`config.mk`:
```
export PLATFORM = sky130hd
export DESIGN_NAME = startup_reset_sequencer
export DESIGN_NICKNAME = d
export VERILOG_FILES = /design/src/hw/startup_reset_sequencer.v /design/src/hw/sync3.v
export VERILOG_INCLUDE_DIRS = /design/src /design/src/include
export SDC_FILE = /design/constraint.sdc
export NUM_CORES = 1
export LEC_CHECK = 0
export BUFFER_PORTS_ARGS = -buffer_cell sky130_fd_sc_hd__buf_2
export CAP_MARGIN = 0
export CORE_MARGIN = 1
export CORE_UTILIZATION = 65
export CTS_CLUSTER_DIAMETER = 30
export DETAILED_ROUTE_END_ITERATION = 8
export GPL_TIMING_DRIVEN = 0
export PLACE_DENSITY = 0.88
export SLEW_MARGIN = 5
export SYNTH_ARGS = -nofsm -noshare
export SYNTH_HDL_FRONTEND = slang
export SYNTH_SLANG_ARGS = --single-unit
```
`constraint.sdc`:
```
create_clock -name ref_clk -period 5.4 [get_ports ref_clk]
set_input_delay 1.08 -clock ref_clk [delete_from_list [all_inputs] [get_ports ref_clk]]
set_output_delay 1.08 -clock ref_clk [all_outputs]
set_load 0.05 [all_outputs]
```
`src/include/startup_seq_defines.vh`:
```
// Timing constants and state codes of the startup reset sequencer
`ifndef STARTUP_SEQ_DEFINES_VH
`define STARTUP_SEQ_DEFINES_VH
// Reference clock rate in kHz (100 MHz)
`define CLK_KHZ            100000
// Power-on reset hold, typical and earliest release, in microseconds
`define POR_TYP_US         3000
`define POR_MIN_US         1500
// Clock request delay after reset release, microseconds
`define CLKREQ_US          120
// Least sleep interval after reset release, microseconds
`define SLEEP_MIN_US       4200
// Slow clock activity window in microseconds
`define SLOW_WIN_US        100
// Cycle counts derived from the times above
`define POR_TYP_CYC        ((`POR_TYP_US * `CLK_KHZ) / 1000)
`define POR_MIN_CYC        ((`POR_MIN_US * `CLK_KHZ) / 1000)
`define CLKREQ_CYC         ((`CLKREQ_US * `CLK_KHZ) / 1000)
`define SLEEP_MIN_CYC      ((`SLEEP_MIN_US * `CLK_KHZ) / 1000)
`define SLOW_WIN_CYC       ((`SLOW_WIN_US * `CLK_KHZ) / 1000)
// Sequencer state codes
`define ST_RESET           3'h0
`define ST_SLEEP           3'h1
`define ST_DETECT          3'h2
`define ST_RUN             3'h3
`endif

```
`src/hw/startup_reset_sequencer.v`:
```
// Startup reset sequencer: reset merge, power-on timer, startup sequence
// Function
// - Either reset source holds chip in reset
// - Release when both sources are inactive
// - Power-on reset holds 3 ms, may 1.5
// - Start from external reset or power-up
// - Clock request asserts 120 us after release
// - Sleep at least 4.2 ms after release
// - No compensated oscillator means crystal reference
// - No slow clock seen: use internal one
`timescale 1ns/100ps
`include "startup_seq_defines.vh"
module startup_reset_sequencer #(
  parameter POR_CYCLES    = `POR_TYP_CYC,
  parameter SLEEP_CYCLES  = `SLEEP_MIN_CYC,
  parameter CLKREQ_CYCLES = `CLKREQ_CYC,
  parameter SLOW_WIN      = `SLOW_WIN_CYC,
  parameter HAS_CLKREQ    = 1
) (
  input  wire ref_clk,
  input  wire rst,
  input  wire ext_reset_n,
  input  wire core_supply_ok,
  input  wire compensated_oscillator,
  input  wire slow_clock_input,
  input  wire internal_slow_clock,
  output reg  chip_reset_n,
  output reg  clock_request,
  output reg  sleep_active,
  output reg  startup_done,
  output reg  use_crystal,
  output reg  use_internal_slow,
  output reg  slow_sleep_clock,
  output reg  por_active
);
  localparam ST_RESET  = `ST_RESET;
  localparam ST_SLEEP  = `ST_SLEEP;
  localparam ST_DETECT = `ST_DETECT;
  localparam ST_RUN    = `ST_RUN;

  wire        ext_rst_n_s;     // Synchronised external reset
  wire        supply_ok_s;     // Synchronised supply threshold flag
  wire        osc_fit_s;       // Synchronised oscillator presence
  wire        slow_s;          // Synchronised slow clock input
  wire        int_slow_s;      // Synchronised internal slow clock
  reg  [23:0] por_cnt_q;       // Power-on reset timer
  reg  [1:0]  rel_q;           // Reset release pipeline
  reg  [2:0]  state_q;         // Sequencer state
  reg  [23:0] seq_cnt_q;       // Time since release, held once sleep ends
  reg  [23:0] win_cnt_q;       // Slow clock detect window
  reg         slow_prev_q;     // Previous synchronised slow clock
  reg         slow_seen_q;     // Edge seen in the window
  wire        merged_n;        // Combined reset, active low

  sync3 #(.RESET_VAL(1'b0)) u_ext (
    .ref_clk (ref_clk),
    .rst     (rst),
    .din     (ext_reset_n),
    .dout    (ext_rst_n_s)
  );
  sync3 #(.RESET_VAL(1'b0)) u_sup (
    .ref_clk (ref_clk),
    .rst     (rst),
    .din     (core_supply_ok),
    .dout    (supply_ok_s)
  );
  sync3 #(.RESET_VAL(1'b0)) u_osc (
    .ref_clk (ref_clk),
    .rst     (rst),
    .din     (compensated_oscillator),
    .dout    (osc_fit_s)
  );
  sync3 #(.RESET_VAL(1'b0)) u_slow (
    .ref_clk (ref_clk),
    .rst     (rst),
    .din     (slow_clock_input),
    .dout    (slow_s)
  );
  // The internal oscillator runs free of the reference clock, so it is
  // brought in through the same three stages as any outside pin
  sync3 #(.RESET_VAL(1'b0)) u_int_slow (
    .ref_clk (ref_clk),
    .rst     (rst),
    .din     (internal_slow_clock),
    .dout    (int_slow_s)
  );

  // Power-on reset: counts from supply threshold; restarts on supply drop
  always @(posedge ref_clk or posedge rst) begin
    if (rst) begin
      por_cnt_q  <= 24'h00_0000;
      por_active <= 1'b1;
    end else if (!supply_ok_s) begin
      por_cnt_q  <= 24'h00_0000;
      por_active <= 1'b1;
    end else if (por_cnt_q < POR_CYCLES[23:0] - 24'h00_0001) begin
      por_cnt_q  <= por_cnt_q + 24'h00_0001;
      por_active <= 1'b1;
    end else begin
      por_active <= 1'b0;
    end
  end

  // Both sources must be inactive before any release can start
  assign merged_n = ext_rst_n_s & ~por_active;

  // Assert on the next edge, release through three flops on the reference clock
  always @(posedge ref_clk or posedge rst) begin
    if (rst) begin
      rel_q        <= 2'b00;
      chip_reset_n <= 1'b0;
    end else if (!merged_n) begin
      rel_q        <= 2'b00;
      chip_reset_n <= 1'b0;
    end else begin
      rel_q        <= {rel_q[0], 1'b1};
      chip_reset_n <= rel_q[1];
    end
  end

  // Startup sequence, same path for both startup cases
  always @(posedge ref_clk or posedge rst) begin
    if (rst) begin
      state_q           <= ST_RESET;
      seq_cnt_q         <= 24'h00_0000;
      win_cnt_q         <= 24'h00_0000;
      slow_prev_q       <= 1'b0;
      slow_seen_q       <= 1'b0;
      clock_request     <= 1'b0;
      sleep_active      <= 1'b0;
      startup_done      <= 1'b0;
      use_crystal       <= 1'b0;
      use_internal_slow <= 1'b0;
    end else if (!chip_reset_n) begin
      // Held off while either reset stands
      state_q       <= ST_RESET;
      seq_cnt_q     <= 24'h00_0000;
      win_cnt_q     <= 24'h00_0000;
      slow_seen_q   <= 1'b0;
      clock_request <= 1'b0;
      sleep_active  <= 1'b0;
      startup_done  <= 1'b0;
    end else begin
      slow_prev_q <= slow_s;
      // Clock request after its delay, only on parts that have it
      if (HAS_CLKREQ != 0 && seq_cnt_q >= CLKREQ_CYCLES[23:0]) begin
        clock_request <= 1'b1;
      end
      case (state_q)
        ST_RESET: begin
          state_q      <= ST_SLEEP;
          sleep_active <= 1'b1;
          seq_cnt_q    <= 24'h00_0001;
        end
        ST_SLEEP: begin
          seq_cnt_q <= seq_cnt_q + 24'h00_0001;
          // Board clocks are trusted only once sleep ends
          if (seq_cnt_q >= SLEEP_CYCLES[23:0]) begin
            state_q      <= ST_DETECT;
            sleep_active <= 1'b0;
            use_crystal  <= ~osc_fit_s;
            win_cnt_q    <= 24'h00_0000;
            slow_seen_q  <= 1'b0;
          end
        end
        ST_DETECT: begin
          // Look for any edge of the slow clock within the window
          if (slow_s != slow_prev_q) begin
            slow_seen_q <= 1'b1;
          end
          win_cnt_q <= win_cnt_q + 24'h00_0001;
          if (win_cnt_q >= SLOW_WIN[23:0]) begin
            state_q           <= ST_RUN;
            use_internal_slow <= ~slow_seen_q;
            startup_done      <= 1'b1;
          end
        end
        ST_RUN: begin
          // Sequence complete; stays here until the next reset
          startup_done <= 1'b1;
        end
        default: begin
          // Unused codes behave as the finished state
          startup_done <= 1'b1;
        end
      endcase
    end
  end

  // Slow clock mux; a glitch at switch-over is tolerated as it is once
  always @(posedge ref_clk or posedge rst) begin
    if (rst) begin
      slow_sleep_clock <= 1'b0;
    end else if (use_internal_slow) begin
      slow_sleep_clock <= int_slow_s;
    end else begin
      slow_sleep_clock <= slow_s;
    end
  end
endmodule

```
`src/hw/sync3.v`:
```
// Three-stage synchroniser with second/third stage agreement
`timescale 1ns/100ps
module sync3 #(
  parameter RESET_VAL = 1'b0
) (
  input  wire ref_clk,
  input  wire rst,
  input  wire din,
  output reg  dout
);
  reg s1_q;  // First stage, read only by the second
  reg s2_q;  // Second stage
  reg s3_q;  // Third stage

  // Output changes only when stages two and three agree
  always @(posedge ref_clk or posedge rst) begin
    if (rst) begin
      s1_q <= RESET_VAL;
      s2_q <= RESET_VAL;
      s3_q <= RESET_VAL;
      dout <= RESET_VAL;
    end else begin
      s1_q <= din;
      s2_q <= s1_q;
      s3_q <= s2_q;
      if (s2_q == s3_q) begin
        dout <= s3_q;
      end
    end
  end
endmodule

```
==> results.yml <==
timing:
  fin_ws_ns: 2.81
  period_share_pct: 48.0
  relSlewSlack_pct: 25.4
  tns_ns: 0
  slew_viol_final: 0
  rsz0062_at_grt: "false"
  setup-violations-final: 0
  fmax_ghz: 0.386
  worst_slew_pin_slew_ns: 1.12
  fin_crit_ns: 2.59
  holdWs_ns: 0.361
  clock_skew_ns: 0.0197
  final-hold-violation-count: 0
clocking:
  postCtsResizedCells: 0
  clkSinkCount: 106
  numCtsBuffers: 9
  post-cts-setup-buffer-count: 0
  clock_latency_ns: 0.39
  cts.htree.levels: 3
  clk_pin_slew_worst_paths_ns: 0.12
  root_buffer: "clkbuf_8"
  holdBufCountCts: 0
  cts_tree: "yes"
  clk_path_buf_depth: 2
hold_path:
  hp-start: "u_osc.s1_q"
  whs_path_depth: 0
  hold_end: "u_osc.s2_q"
  hold_path_class: "flip-flop to flip-flop"
pwr:
  leakagePower_nw: 2.34
  peakVddDrop_v: 0.000147
  pwr_density_cell_nw_per_um2: 234
  finalPower_mw: 1.38
finish:
  diodes: 0
  design_area_um2: 5910
  seq_area_um2: 2650
  areaGrowthSynthToFinish_pct: 8.12
  fin_cells: 710
  nFillCells: 573
  drive_above_1_share_pct: 8.43
  multi_input_area_um2: 2590
  final_nets: 615
  final_util_pct: 72.3
worst_setup_path:
  crit_type: "flip-flop to flip-flop"
  start_kind: "flip-flop"
  r2r.worst_path.cells: 6
  arrival_ns: 2.90
  crit_required_ns: 5.71
  worst-path-max-fanout: 10
  r2r-end: "win_cnt_q[6]"
  r2r_slack_ns: 2.81
  cp-end-kind: "flip-flop"
  r2r_start: "seq_cnt_q[22]"
routing:
  wirelength_um: 12800
  wl_met1_um: 5320
  via_count: 4786
  dr_wl_met2_um: 6190
  drc_errors: 0
  wl_met3_um: 935
  dr.first_iter.drc_count: 515
  drt-wirelength-per-cell_um: 18.0
  viasPerCell: 6.74
  firstDrtPassIters: 6
  dr.max_layer_used: "met4"
  ant_nets: 0
yosys:
  netlist_instances: 574
  synth-seq-cells: 106
  synthTopCellsByCount: "dfrtp_1, nand3_1, nand2_1"
  synthTopCellsByArea: "dfrtp_1, nand3_1, mux2i_1"
  yosysSeqAreaShare_pct: 48.5
  syn_area_per_cell_um2: 9.53
  synth_area_um2: 5470
  syn-num-nets: 589
  yosysTopAreaCell: "dfrtp_1"
  synth.distinct_cells: 59
  yosysMostFrequentCell: "dfrtp_1"
  yosysTopAreaCellShare_pct: 48.0
  synth-edff-count: 0
  synth_flop_cell: "dfrtp_1"
  synth-async-reset-ratio_pct: 100
  ys_warn_count: 0
placed_design:
  dp.cells: 694
  portBuffers: 14
  dp_slack_ns: 2.83
  routabilityCongestion: 0.914
  dp_hpwl_um: 8570
  dpl-instance-area_um2: 5700
global_routing:
  overflow: 0
  track_usage_pct: 30.3
  antenna_found_initial: 0
  grt_max_degree: 65
  grt_pass1_vias: 4507
  grt_first_pass_wirelength_um: 21000
floorplanning:
  initial_utilization_pct: 66.9
  die-area_um2: 8790
  die_h_um: 93.7
  die_w_um: 93.7
  rows: 33
  ios: 15
  core_area_um2: 8180
status:
  status: "complete, no violations"
job:
  maxCapViolCount: 0
## logic make-up after synthesis
logic type                 Yosys count  synth area share (%)
muxes                               23                  4.25
adders and majority gates           13                  2.74
buffers and inverters               58                  4.16
AOI/OAI and AO/OA                  129                  15.5
and+or+nand+nor                    238                  23.7
xor gates and xnor gates             7                  1.12
DFF                                106                  48.5
## layout make-up
cell class	count	share of cell area [%]
inverter	26	1.69
clock inverter	7	1.50
clock buffer	9	2.09
sequential	106	44.9
buffer	32	2.20
timing repair buffer	15	1.65
multi-input combinational	410	43.8
tap	105	2.22
## layout by cell type, fill, tap and decap left out, types with 3 or more instances in the layout
| cell | netlist | routed |
|---|---|---|
| clkbuf_1 | 25 | 25 |
| a21oi_1 | 19 | 19 |
| a31oi_1 | 13 | 13 |
| and2_1 | 8 | 8 |
| nand2_1 | 42 | 42 |
| nor3_1 | 12 | 12 |
| mux2i_1 | 21 | 21 |
| nand3b_1 | 14 | 14 |
| dfrtp_1 | 105 | 105 |
| or4_1 | 10 | 10 |
| o31ai_1 | 13 | 13 |
| a2111oi_0 | 3 | 3 |
| nor2_1 | 33 | 33 |
| ha_1 | 8 | 8 |
| a211oi_1 | 17 | 17 |
| and3_1 | 11 | 11 |
| nand4_1 | 18 | 18 |
| clkbuf_8 | 0 | 9 |
| o21ai_0 | 36 | 36 |
| a41oi_1 | 4 | 4 |
| inv_1 | 25 | 24 |
| nor4_1 | 12 | 12 |
| o311ai_0 | 4 | 4 |
| or3_1 | 7 | 7 |
| maj3_1 | 5 | 5 |
| xnor2_1 | 6 | 6 |
| buf_2 | 5 | 19 |
| nand3_1 | 49 | 49 |
| nand2b_1 | 8 | 8 |
## critical path: stages (launching register included)
cell,delay (ns)
dfrtp_1,0.44
nor4_1,0.42
o2111ai_1,0.31
o31ai_2,0.67
buf_2,0.36
a211oi_1,0.12
mux2i_1,0.20
## power by group
part | switching (mW) | internal, mW | total (mW)
combinational | 0.0360 | 0.0156 | 0.0516
clock | 0.324 | 0.192 | 0.516
sequential | 0.00853 | 0.807 | 0.815
## sequential cells by signal (all words and copies together), names as in the netlist, 2 cells and up
register,count
por_cnt_q,24
rel_q,2
seq_cnt_q,24
state_q,2
win_cnt_q,24
## how the worst max path moves through the flow
| stage | start | to | slack [ns] | cells past startpoint |
|---|---|---|---|---|
| after global placement | rst | seq_cnt_q[13] | 0.46 | 2 |
| after floorplan | rst | chip_reset_n | 1.53 | 1 |
| after CTS | seq_cnt_q[22] | win_cnt_q[6] | 2.84 | 6 |
| after global routing | seq_cnt_q[22] | win_cnt_q[14] | 2.64 | 6 |
| after detailed placement | seq_cnt_q[22] | win_cnt_q[6] | 2.83 | 6 |
| final | seq_cnt_q[22] | win_cnt_q[6] | 2.81 | 6 |
## routing by layer
layer	vias to the layer above	GRT usage, %
met4	0	13.2
met3	46	5.83
met5	-	0
met1	2311	39.8
met2	243	49.1
li1	2186	-
Note: power is estimated with default switching activity, not from simulation.
